$ cat config.mk
export PLATFORM = sky130hd
export DESIGN_NAME = cies_core
export DESIGN_NICKNAME = d
export VERILOG_FILES = /design/src/logic/cies_pkg.sv /design/src/logic/cies_core.sv
export SDC_FILE = /design/constraint.sdc
export NUM_CORES = 1
export LEC_CHECK = 0
export ABC_AREA = 0
export BUFFER_PORTS_ARGS = -buffer_cell sky130_fd_sc_hd__buf_2
export CAP_MARGIN = 25
export CELL_PAD_IN_SITES_DETAIL_PLACEMENT = 0
export CELL_PAD_IN_SITES_GLOBAL_PLACEMENT = 2
export CORE_ASPECT_RATIO = 0.75
export CORE_UTILIZATION = 33
export DETAILED_ROUTE_END_ITERATION = 10
export PLACE_DENSITY_LB_ADDON = 0.1
export SKIP_LAST_GASP = 1
export SLEW_MARGIN = 0
export SYNTH_ARGS = -nofsm -noshare
export SYNTH_HDL_FRONTEND = slang
export SYNTH_SLANG_ARGS = --single-unit
$ cat constraint.sdc
create_clock -name i_ref_clk -period 4.2 [get_ports i_ref_clk]
set_input_delay 0.21 -clock i_ref_clk [delete_from_list [all_inputs] [get_ports i_ref_clk]]
set_output_delay 0.21 -clock i_ref_clk [all_outputs]
set_load 0.05 [all_outputs]
$ cat src/logic/cies_pkg.sv
// Purpose: shared constants and types of the instruction execute subset
// Assumes: 16-bit instruction words, 8-bit data path, four phases per instruction cycle
// Notes: opcode patterns are held as mask and match pairs
package cies_pkg;

   // instruction field layout
   localparam int SEL_BIT = 8;
   localparam int ADDR_MSB = 7;
   localparam int CALL_LIT_MSB = 12;
   localparam int PC_PAGE_LSB = 13;

   // opcode patterns: (instr & mask) == match
   localparam logic [15:0] CALL_MASK = 16'he000;
   localparam logic [15:0] CALL_MATCH = 16'he000;
   localparam logic [15:0] CLEAR_MASK = 16'hfe00;
   localparam logic [15:0] CLEAR_MATCH = 16'h2800;
   localparam logic [15:0] WATCHDOG_MASK = 16'hffff;
   localparam logic [15:0] WATCHDOG_MATCH = 16'h0004;
   localparam logic [15:0] COMPL_MASK = 16'hfe00;
   localparam logic [15:0] COMPL_MATCH = 16'h1200;
   localparam logic [15:0] CMP_MASK = 16'hff00;
   localparam logic [15:0] CMP_EQ_MATCH = 16'h3100;
   localparam logic [15:0] CMP_GT_MATCH = 16'h3200;
   localparam logic [15:0] CMP_LT_MATCH = 16'h3000;
   localparam logic [15:0] ADJ_MASK = 16'hfe00;
   localparam logic [15:0] ADJ_MATCH = 16'h2e00;
   localparam logic [15:0] DEC_MASK = 16'hfe00;
   localparam logic [15:0] DEC_MATCH = 16'h0600;

   // decimal adjust figures
   localparam logic [3:0] BCD_MAX_DIGIT = 4'h9;
   localparam logic [3:0] BCD_FIX = 4'h6;

   // reset values
   localparam logic [7:0] WORKING_RESET = 8'h00;
   localparam logic ALU_FLAG_RESET = 1'b0;
   localparam logic SLEEP_FLAG_RESET = 1'b1;

   // timing: phases per instruction cycle, cycles of a call
   localparam int PHASES_PER_CYCLE = 4;
   localparam int CALL_CYCLES = 2;

   typedef enum logic [1:0] {
      PH_DECODE,
      PH_READ,
      PH_PROCESS,
      PH_WRITE
   } cies_phase_e;

   typedef enum logic [3:0] {
      OP_NONE,
      OP_CALL,
      OP_FILE_CLEAR,
      OP_WATCHDOG_CLEAR,
      OP_FILE_COMPLEMENT,
      OP_COMPARE_EQUAL,
      OP_COMPARE_GREATER,
      OP_COMPARE_LESS,
      OP_DECIMAL_ADJUST,
      OP_FILE_DECREMENT
   } cies_op_e;

endpackage

$ cat src/logic/cies_core.sv
// Purpose: execute a subset of 16-bit instruction words over four phases
// Assumes: fetch path presents the word and its address at decode phase
// Notes: unrecognised words run as a no-operation cycle
// Operation
// [RQ1] call: two cycles, push return address, load pc at last phase, then idle cycle
// [RQ2] 0010 100s ffff ffff clears file location, status flags untouched
// [RQ3] file clear also zeroes working register when select bit is 0
// [RQ4] 0000 0000 0000 0100 clears watchdog counter, sets timeout and powerdown flags
// [RQ5] watchdog clear resets postscaler in the same cycle as the counter
// [RQ6] compare-equal skips next fetched word with an idle cycle when equal
// [RQ7] compare-greater skips when file value exceeds working register
// [RQ8] compare-less skips when file value is below working register
// [RQ9] compares use unsigned file minus working register, store nothing, flags unchanged
// [RQ10] decimal adjust is one cycle on working register, updates carry only
// [RQ11] add 6 per nibble when above 9 or its carry is set
// [RQ12] adjust result goes to file, and working register when select bit 0
// [RQ13] decrement file, destination by bit, updates overflow, carry, digit carry, zero
// [RQ14] complement inverts file, destination by bit, updates only zero
`timescale 1ns/1ps
`default_nettype none
module cies_core
(
   // clock and reset
   input wire logic i_ref_clk,
   input wire logic i_rst_b,
   // instruction fetch side
   input wire logic [15:0] i_instr,
   input wire logic [15:0] i_pc,
   output logic [1:0] o_phase,
   output logic o_skip,
   // program counter and stack
   output logic o_stack_push,
   output logic [15:0] o_stack_data,
   output logic o_pc_load,
   output logic [15:0] o_pc_value,
   // data memory
   output logic [7:0] o_file_addr,
   output logic o_file_re,
   input wire logic [7:0] i_file_rdata,
   output logic o_file_we,
   output logic [7:0] o_file_wdata,
   // watchdog and sleep status
   output logic o_watchdog_clear,
   output logic o_postscaler_clear,
   input wire logic i_timeout_flag_clr,
   input wire logic i_powerdown_flag_clr,
   output logic o_timeout_flag,
   output logic o_powerdown_flag,
   // core state
   output logic [7:0] o_working_register,
   output logic o_carry,
   output logic o_digit_carry,
   output logic o_zero,
   output logic o_overflow_flag
);

   cies_pkg::cies_phase_e phase, next_phase;
   cies_pkg::cies_op_e op, next_op;
   logic idle_cycle, next_idle_cycle;
   logic sel, next_sel;
   logic [7:0] file_addr, next_file_addr;
   logic [7:0] result, next_result;
   logic skip_req, next_skip_req;
   logic wr_file, next_wr_file;
   logic wr_work, next_wr_work;
   logic [3:0] flags_new, next_flags_new;
   logic [3:0] flags_upd, next_flags_upd;
   logic [15:0] stack_data, next_stack_data;
   logic [15:0] pc_value, next_pc_value;
   logic [7:0] working, next_working;
   logic carry, next_carry;
   logic digit_carry, next_digit_carry;
   logic zero, next_zero;
   logic overflow_flag, next_overflow_flag;
   logic timeout_flag, next_timeout_flag;
   logic powerdown_flag, next_powerdown_flag;

   function automatic logic hits(input logic [15:0] w, input logic [15:0] mask, input logic [15:0] match);
      hits = (w & mask) == match;
   endfunction
   function automatic logic digit_over(input logic [3:0] n);
      digit_over = n > cies_pkg::BCD_MAX_DIGIT;
   endfunction
   function automatic cies_pkg::cies_op_e decode(input logic [15:0] w);
      if (hits(w, cies_pkg::CALL_MASK, cies_pkg::CALL_MATCH))
         decode = cies_pkg::OP_CALL;
      else if (hits(w, cies_pkg::CLEAR_MASK, cies_pkg::CLEAR_MATCH))
         decode = cies_pkg::OP_FILE_CLEAR;
      else if (hits(w, cies_pkg::WATCHDOG_MASK, cies_pkg::WATCHDOG_MATCH))
         decode = cies_pkg::OP_WATCHDOG_CLEAR;
      else if (hits(w, cies_pkg::COMPL_MASK, cies_pkg::COMPL_MATCH))
         decode = cies_pkg::OP_FILE_COMPLEMENT;
      else if (hits(w, cies_pkg::CMP_MASK, cies_pkg::CMP_EQ_MATCH))
         decode = cies_pkg::OP_COMPARE_EQUAL;
      else if (hits(w, cies_pkg::CMP_MASK, cies_pkg::CMP_GT_MATCH))
         decode = cies_pkg::OP_COMPARE_GREATER;
      else if (hits(w, cies_pkg::CMP_MASK, cies_pkg::CMP_LT_MATCH))
         decode = cies_pkg::OP_COMPARE_LESS;
      else if (hits(w, cies_pkg::ADJ_MASK, cies_pkg::ADJ_MATCH))
         decode = cies_pkg::OP_DECIMAL_ADJUST;
      else if (hits(w, cies_pkg::DEC_MASK, cies_pkg::DEC_MATCH))
         decode = cies_pkg::OP_FILE_DECREMENT;
      else
         decode = cies_pkg::OP_NONE;
   endfunction

   // flag vector order: overflow, carry, digit carry, zero
   logic [8:0] diff, adj_sum;
   logic [7:0] adj_add, dec_val;

   always_comb
   begin
      diff = {1'b0, i_file_rdata} - {1'b0, working}; // [RQ9]
      adj_add[7:4] = (digit_over(working[7:4]) || carry) ? cies_pkg::BCD_FIX : 4'h0; // [RQ11]
      adj_add[3:0] = (digit_over(working[3:0]) || digit_carry) ? cies_pkg::BCD_FIX : 4'h0; // [RQ11]
      // lower digit carry ripples into the upper digit, giving the +7 case
      adj_sum = {1'b0, working} + {1'b0, adj_add};
      dec_val = i_file_rdata - 8'h01;
   end

   always_comb
   begin
      next_phase = phase;
      next_op = op;
      next_idle_cycle = idle_cycle;
      next_sel = sel;
      next_file_addr = file_addr;
      next_result = result;
      next_skip_req = skip_req;
      next_wr_file = wr_file;
      next_wr_work = wr_work;
      next_flags_new = flags_new;
      next_flags_upd = flags_upd;
      next_stack_data = stack_data;
      next_pc_value = pc_value;
      next_working = working;
      next_carry = carry;
      next_digit_carry = digit_carry;
      next_zero = zero;
      next_overflow_flag = overflow_flag;
      next_timeout_flag = i_timeout_flag_clr ? 1'b0 : timeout_flag;
      next_powerdown_flag = i_powerdown_flag_clr ? 1'b0 : powerdown_flag;
      unique case (phase)
         cies_pkg::PH_DECODE:
         begin
            next_phase = cies_pkg::PH_READ;
            // second cycle of call or skip ignores the word on the fetch bus
            next_op = idle_cycle ? cies_pkg::OP_NONE : decode(i_instr); // [RQ1] [RQ6]
            next_sel = i_instr[cies_pkg::SEL_BIT];
            next_file_addr = i_instr[cies_pkg::ADDR_MSB:0];
            next_stack_data = i_pc + 16'h0001; // [RQ1]
            next_pc_value = {i_pc[15:cies_pkg::PC_PAGE_LSB], i_instr[cies_pkg::CALL_LIT_MSB:0]};
            next_idle_cycle = 1'b0;
            next_skip_req = 1'b0;
            next_wr_file = 1'b0;
            next_wr_work = 1'b0;
            next_flags_upd = 4'h0;
         end
         cies_pkg::PH_READ:
            next_phase = cies_pkg::PH_PROCESS;
         cies_pkg::PH_PROCESS:
         begin
            next_phase = cies_pkg::PH_WRITE;
            unique case (op)
               cies_pkg::OP_FILE_CLEAR:
               begin
                  next_result = 8'h00; // [RQ2]
                  next_wr_file = 1'b1;
                  next_wr_work = !sel; // [RQ3]
               end
               cies_pkg::OP_WATCHDOG_CLEAR:
               begin
                  next_timeout_flag = 1'b1; // [RQ4]
                  next_powerdown_flag = 1'b1; // [RQ4]
               end
               cies_pkg::OP_FILE_COMPLEMENT:
               begin
                  next_result = ~i_file_rdata; // [RQ14]
                  next_wr_file = sel;
                  next_wr_work = !sel;
                  next_flags_new = {3'b000, ~i_file_rdata == 8'h00};
                  next_flags_upd = 4'b0001; // [RQ14]
               end
               cies_pkg::OP_COMPARE_EQUAL:
                  next_skip_req = diff == 9'h000; // [RQ6]
               cies_pkg::OP_COMPARE_GREATER:
                  next_skip_req = !diff[8] && diff != 9'h000; // [RQ7]
               cies_pkg::OP_COMPARE_LESS:
                  next_skip_req = diff[8]; // [RQ8]
               cies_pkg::OP_DECIMAL_ADJUST:
               begin
                  next_result = adj_sum[7:0]; // [RQ10]
                  next_wr_file = 1'b1; // [RQ12]
                  next_wr_work = !sel; // [RQ12]
                  next_flags_new = {1'b0, adj_sum[8], 2'b00};
                  next_flags_upd = 4'b0100; // [RQ10]
               end
               cies_pkg::OP_FILE_DECREMENT:
               begin
                  next_result = dec_val; // [RQ13]
                  next_wr_file = sel;
                  next_wr_work = !sel;
                  // carry and digit carry read as "no borrow"
                  next_flags_new = {i_file_rdata == 8'h80, i_file_rdata != 8'h00,
                                    i_file_rdata[3:0] != 4'h0, dec_val == 8'h00};
                  next_flags_upd = 4'b1111; // [RQ13]
               end
               default:
                  next_result = result;
            endcase
         end
         cies_pkg::PH_WRITE:
         begin
            next_phase = cies_pkg::PH_DECODE;
            next_idle_cycle = (op == cies_pkg::OP_CALL) || skip_req; // [RQ1] [RQ6] [RQ7] [RQ8]
            if (wr_work)
               next_working = result;
            next_overflow_flag = flags_upd[3] ? flags_new[3] : overflow_flag;
            next_carry = flags_upd[2] ? flags_new[2] : carry;
            next_digit_carry = flags_upd[1] ? flags_new[1] : digit_carry;
            next_zero = flags_upd[0] ? flags_new[0] : zero;
         end
      endcase
   end

   always_ff @(posedge i_ref_clk)
   begin
      if (!i_rst_b)
      begin
         phase <= cies_pkg::PH_DECODE;
         op <= cies_pkg::OP_NONE;
         idle_cycle <= 1'b0;
         sel <= 1'b0;
         file_addr <= 8'h00;
         result <= 8'h00;
         skip_req <= 1'b0;
         wr_file <= 1'b0;
         wr_work <= 1'b0;
         flags_new <= 4'h0;
         flags_upd <= 4'h0;
         stack_data <= 16'h0000;
         pc_value <= 16'h0000;
         working <= cies_pkg::WORKING_RESET;
         carry <= cies_pkg::ALU_FLAG_RESET;
         digit_carry <= cies_pkg::ALU_FLAG_RESET;
         zero <= cies_pkg::ALU_FLAG_RESET;
         overflow_flag <= cies_pkg::ALU_FLAG_RESET;
         timeout_flag <= cies_pkg::SLEEP_FLAG_RESET;
         powerdown_flag <= cies_pkg::SLEEP_FLAG_RESET;
      end
      else
      begin
         phase <= next_phase;
         op <= next_op;
         idle_cycle <= next_idle_cycle;
         sel <= next_sel;
         file_addr <= next_file_addr;
         result <= next_result;
         skip_req <= next_skip_req;
         wr_file <= next_wr_file;
         wr_work <= next_wr_work;
         flags_new <= next_flags_new;
         flags_upd <= next_flags_upd;
         stack_data <= next_stack_data;
         pc_value <= next_pc_value;
         working <= next_working;
         carry <= next_carry;
         digit_carry <= next_digit_carry;
         zero <= next_zero;
         overflow_flag <= next_overflow_flag;
         timeout_flag <= next_timeout_flag;
         powerdown_flag <= next_powerdown_flag;
      end
   end

   logic reads_file;
   assign reads_file = (op != cies_pkg::OP_NONE) && (op != cies_pkg::OP_CALL) && (op != cies_pkg::OP_WATCHDOG_CLEAR);
   assign o_phase = phase;
   assign o_skip = (phase == cies_pkg::PH_WRITE) && skip_req; // [RQ6] [RQ7] [RQ8]
   assign o_stack_push = (phase == cies_pkg::PH_READ) && (op == cies_pkg::OP_CALL); // [RQ1]
   assign o_stack_data = stack_data;
   assign o_pc_load = (phase == cies_pkg::PH_WRITE) && (op == cies_pkg::OP_CALL); // [RQ1]
   assign o_pc_value = pc_value;
   assign o_file_addr = file_addr;
   assign o_file_re = (phase == cies_pkg::PH_READ) && reads_file;
   assign o_file_we = (phase == cies_pkg::PH_WRITE) && wr_file; // [RQ2] [RQ12]
   assign o_file_wdata = result;
   // counter and postscaler share one pulse so neither can lag the other
   assign o_watchdog_clear = (phase == cies_pkg::PH_PROCESS) && (op == cies_pkg::OP_WATCHDOG_CLEAR); // [RQ4]
   assign o_postscaler_clear = o_watchdog_clear; // [RQ5]
   assign o_timeout_flag = timeout_flag;
   assign o_powerdown_flag = powerdown_flag;
   assign o_working_register = working;
   assign o_carry = carry;
   assign o_digit_carry = digit_carry;
   assign o_zero = zero;
   assign o_overflow_flag = overflow_flag;
endmodule
`default_nettype wire

# Yosys cells after proc, flatten, opt, wreduce, memory -nomap -nowiden
# Cells that the tools add are included.
# W data, S select, Z words.
# classes
n_addsub	4
order_cmp	2
n_eq_ne	28
mux	30
bitwise	1
reduce_logical	40
# op_table
operator	n
$mux W4	10
$pmux W8 S4	1
$eq A8 B6 Y1 const B	3
$pmux W4 S3	2
$reduce_and A2 Y1	11
$add A16 B1 Y16 const B	1
$eq A16 B3 Y1 const B	1
$eq A4 B3 Y1 const B	4
$logic_not A8 Y1	2
$eq A7 B5 Y1 const B	2
$ne A4 B1 Y1 const B	3
$reduce_bool A4 Y1	3
$pmux W1 S2	5
$add A8 B7 Y9	1
$logic_and A1 B1 Y1	9
$logic_not A9 Y1	1
$reduce_bool A9 Y1	1
$sub A8 B8 Y9	1
$eq A4 B2 Y1 const B	2
$eq A4 B4 Y1 const B	2
$eq A8 B8 Y1 const B	1
$gt A4 B4 Y1 const B	2
$not A8 Y8	1
$pmux W2 S4	1
other kinds (22)	35
# totals
ff_bits	81
out_inout_bits	71
word_cells	125

# Longest topological paths before layout
# logic_depth
depth_word	11
depth_mapped	12
depth_no_buf	11

# Worst setup path after synthesis
# Ideal clock, no wire load.
# synth_timing
path_kind	register -> output
startpoint	register phase[1], in the netlist o_phase[1]
endpoint	output port o_watchdog_clear
arrival_ns	3.267
required_ns	3.990
slack_ns	0.723
path_stages_with_launch	5
path_buffers	1
path_cell_list	dfxtp_1 ha_1 nand2_1 nor4b_1 buf_4
# synth_via
elab_chain_len	2
# synth_lines
item	line_no	source
start, declared	cies_core.sv:57	cies_pkg::cies_phase_e phase, next_phase;
start signal, assigned	cies_core.sv:230	phase <= cies_pkg::PH_DECODE;
start signal, assigned	cies_core.sv:253	phase <= next_phase;
$eq A2 B2 Y1	cies_core.sv:289	assign o_watchdog_clear = (phase == cies_pkg::PH_PROCESS) && (op == cies_pkg::OP_WATCHDOG_CLEAR);
$logic_and A1 B1 Y1	cies_core.sv:289	
end, declared	cies_core.sv:43	output logic o_watchdog_clear,
# No other way between the ends.

# Worst setup path in the final report
# layout_timing
startpoint	register phase[0], in the netlist o_phase[0]
endpoint	output port o_watchdog_clear
# Same word-level chain as after synthesis.

==> results.sh <==
export IMPL_grt_use_total_pct=19.0
export IMPL_synth_cells=505
export IMPL_final_setup_viol_count=0
export IMPL_cp_end_kind="output pin"
export IMPL_synth_area_top_cells="dfxtp_1 (34%), ha_1 (6.2%), nor2_1 (5.4%), mux2i_1 (4.8%), nand2_1 (4.2%)"
export IMPL_htree_num_levels=3
export IMPL_vias=3875
export IMPL_hold_buffers=0
export IMPL_path_clk_slew_ps=60
export IMPL_outcome="completed"
export IMPL_ys_ff_latch=71
export IMPL_drtIter0Drc=138
export IMPL_worstHoldPathType="input pin to flop"
export IMPL_period_needed_ps=2700
export IMPL_grt_pass1_wl_um=19500
export IMPL_cp_required_ps=3990
export IMPL_irDropWorstVdd_v=0.000232
export IMPL_post_cts_buffers=0
export IMPL_die_w_um=132
export IMPL_ctsLongestPathBuffers=2
export IMPL_finalHoldViolCount=0
export IMPL_grt_pass1_vias=3590
export IMPL_syn_to_final_growth_pct=21.1
export IMPL_yosysWarnings=0
export IMPL_grt_start_max_net_pins=42
export IMPL_worstSetupPathType="flop to output pin"
export IMPL_fmax_mhz=370
export IMPL_rsz0062_at_grt="false"
export IMPL_ff2ff_path_depth=11
export IMPL_portBuffers=114
export IMPL_power_leakage_nw=2.18
export IMPL_period_share_pct=64.3
export IMPL_synthTopCellsByCount="dfxtp_1 (71), nor2_1 (61), nand2_1 (47), a21oi_1 (27), ha_1 (21)"
export IMPL_die_area_sq_mm=0.0132
export IMPL_cts_resized=0
export IMPL_cp_data_arrival_time_ps=2490
export IMPL_final_max_slew_viol_count=0
export IMPL_via_per_inst=5.06
export IMPL_gp_congestion=0.792
export IMPL_worstSkewPairLatency_ps=330
export IMPL_synth_largest_area_cell="dfxtp_1"
export IMPL_holdWs_ps=60.9
export IMPL_nets=662
export IMPL_dp_slack_ps=1780
export IMPL_final_core_util_pct=41.3
export IMPL_postRouteAntennaNets=0
export IMPL_synth_edf_count=0
export IMPL_setup_ws_ps=1500
export IMPL_wirelength_um=12200
export IMPL_power_density_mw_per_mm2=477
export IMPL_drv_cap=0
export IMPL_start_util_pct=34.1
export IMPL_syn_num_nets=571
export IMPL_netlist_area_sq_mm=0.00421
export IMPL_cp_max_fo=14
export IMPL_synth_most_common_cell="dfxtp_1"
export IMPL_cts_tree="built"
export IMPL_setup_tns_ps=0
export IMPL_holdPathStages=2
export IMPL_ios=115
export IMPL_rows=35
export IMPL_cts_buffers=9
export IMPL_cp_start_kind="flop"
export IMPL_ctsRootBufferMaster="clkbuf_16"
export IMPL_ys_dominant_reg_cell="dfxtp_1"
export IMPL_worst_slew_pin_slew_ps=735
export IMPL_drive_gt1_share_pct=26.0
export IMPL_die_h_um=99.8
export IMPL_relSlewSlack_pct=50.9
export IMPL_grt_overflow=0
export IMPL_dpl_cell_area_sq_mm=0.00482
export IMPL_post_route_drc_count=0
export IMPL_fin_skew_ps=5.18
export IMPL_post_synth_num_cell_types=75
export IMPL_final_cell_count_no_fill=766
export IMPL_async_flop_share_pct=0
export IMPL_num_antenna_cells=0
export IMPL_fill_cells=1286
export IMPL_wire_per_inst_um=16.0
export IMPL_yosysSeqAreaShare_pct=33.8
export IMPL_dpl_cell_count=751
export IMPL_core_area_sq_mm=0.0123
export IMPL_dr_pass1_iters=5
export IMPL_antenna_found_initial=0
export IMPL_power_mw=2.43
export IMPL_final_area_sq_mm=0.00510
export IMPL_cts_sinks=71
export IMPL_synth_top_area_share_pct=33.8
export IMPL_syn_mean_instance_area_sq_um=8.33
export IMPL_place_hpwl_um=9140
[cell type report]
cell class | instances | area, sq um | area share, %
well taps | 166 | 208 | 4.08
inverters | 20 | 75.1 | 1.47
clock inverters | 4 | 47.5 | 0.933
multi-input cells | 377 | 2520 | 49.4
repair buffers | 117 | 593 | 11.6
clock buffers | 11 | 233 | 4.57
flip-flops and latches | 71 | 1420 | 27.9
[metal layers]
metal | track usage (%) | routed length (um) | vias to the layer above
met3 | 5.00 | 661 | 4
met1 | 28.6 | 6540 | 1812
met5 | 0 | 0 | -
met4 | 3.36 | 63 | 0
li1 | - | - | 1961
met2 | 27.0 | 4960 | 98
[placed cells by master, fill, tap and decap left out, drive strengths merged, types with 5 or more instances in the layout]
| cell type | netlist | final |
|---|---|---|
| o22ai | 6 | 6 |
| o21a | 5 | 5 |
| nor2 | 62 | 62 |
| and2 | 8 | 8 |
| nor4 | 6 | 6 |
| and3 | 6 | 6 |
| dfxtp | 71 | 71 |
| a21oi | 30 | 30 |
| nand2b | 7 | 7 |
| buf | 20 | 117 |
| clkbuf | 17 | 11 |
| xnor2 | 11 | 11 |
| nor3 | 13 | 13 |
| a211oi | 14 | 14 |
| o21ai | 22 | 22 |
| a311oi | 5 | 5 |
| mux2i | 20 | 20 |
| a22oi | 6 | 6 |
| nand3 | 19 | 19 |
| xor2 | 15 | 15 |
| inv | 20 | 20 |
| ha | 21 | 21 |
| or3 | 5 | 5 |
| nand2 | 47 | 47 |
| nand4 | 5 | 5 |
[final timing paths]
kind	to	slack, ps	startpoint
min reg2reg	flags_new[3]	460	flags_new[3]
min	o_timeout_flag	60	i_timeout_flag_clr
max reg2reg	o_file_wdata[7]	1770	o_working_register[3]
max	o_watchdog_clear	1500	o_phase[0]
[kinds of logic (layout without fill, tap and decap cells)]
family | Yosys count | in the layout | share of synthesized area (%)
compound gates | 111 | 111 | 18.5
buf+inv | 57 | 152 | 6.42
mux | 20 | 20 | 4.76
flops | 71 | 71 | 33.8
xor+xnor | 26 | 26 | 5.41
fa+ha+maj | 22 | 22 | 6.72
simple gates | 198 | 198 | 24.4
[state kept, by name, indices dropped and copies added (netlist names)]
register and flops:
idle_cycle 1, wr_work 1, wr_file 1, flags_upd 3, o_overflow_flag 1, o_stack_data 16, o_digit_carry 1, skip_req 1
o_file_addr 7, o_working_register 8, o_timeout_flag 1, o_phase 2, o_carry 1, o_file_wdata 8, o_pc_value 9, flags_new 4
op 4, o_powerdown_flag 1, o_zero 1
[power breakdown]
| group | leakage (nW) | total (mW) | switching [mW] | internal (mW) |
|---|---|---|---|---|
| Sequential | 0.581 | 0.813 | 0.0535 | 0.759 |
| Combinational | 1.46 | 0.874 | 0.636 | 0.238 |
| Clock | 0.135 | 0.745 | 0.290 | 0.455 |
| Total | 2.18 | 2.43 | 0.979 | 1.45 |
[worst max-delay path: stages, from the launching register on]
cell	delay (ps)
dfxtp_1	340
inv_1	100
ha_1	470
nand2_1	240
nor4b_1	630
buf_2	380
(Power assumes the default switching activity.)
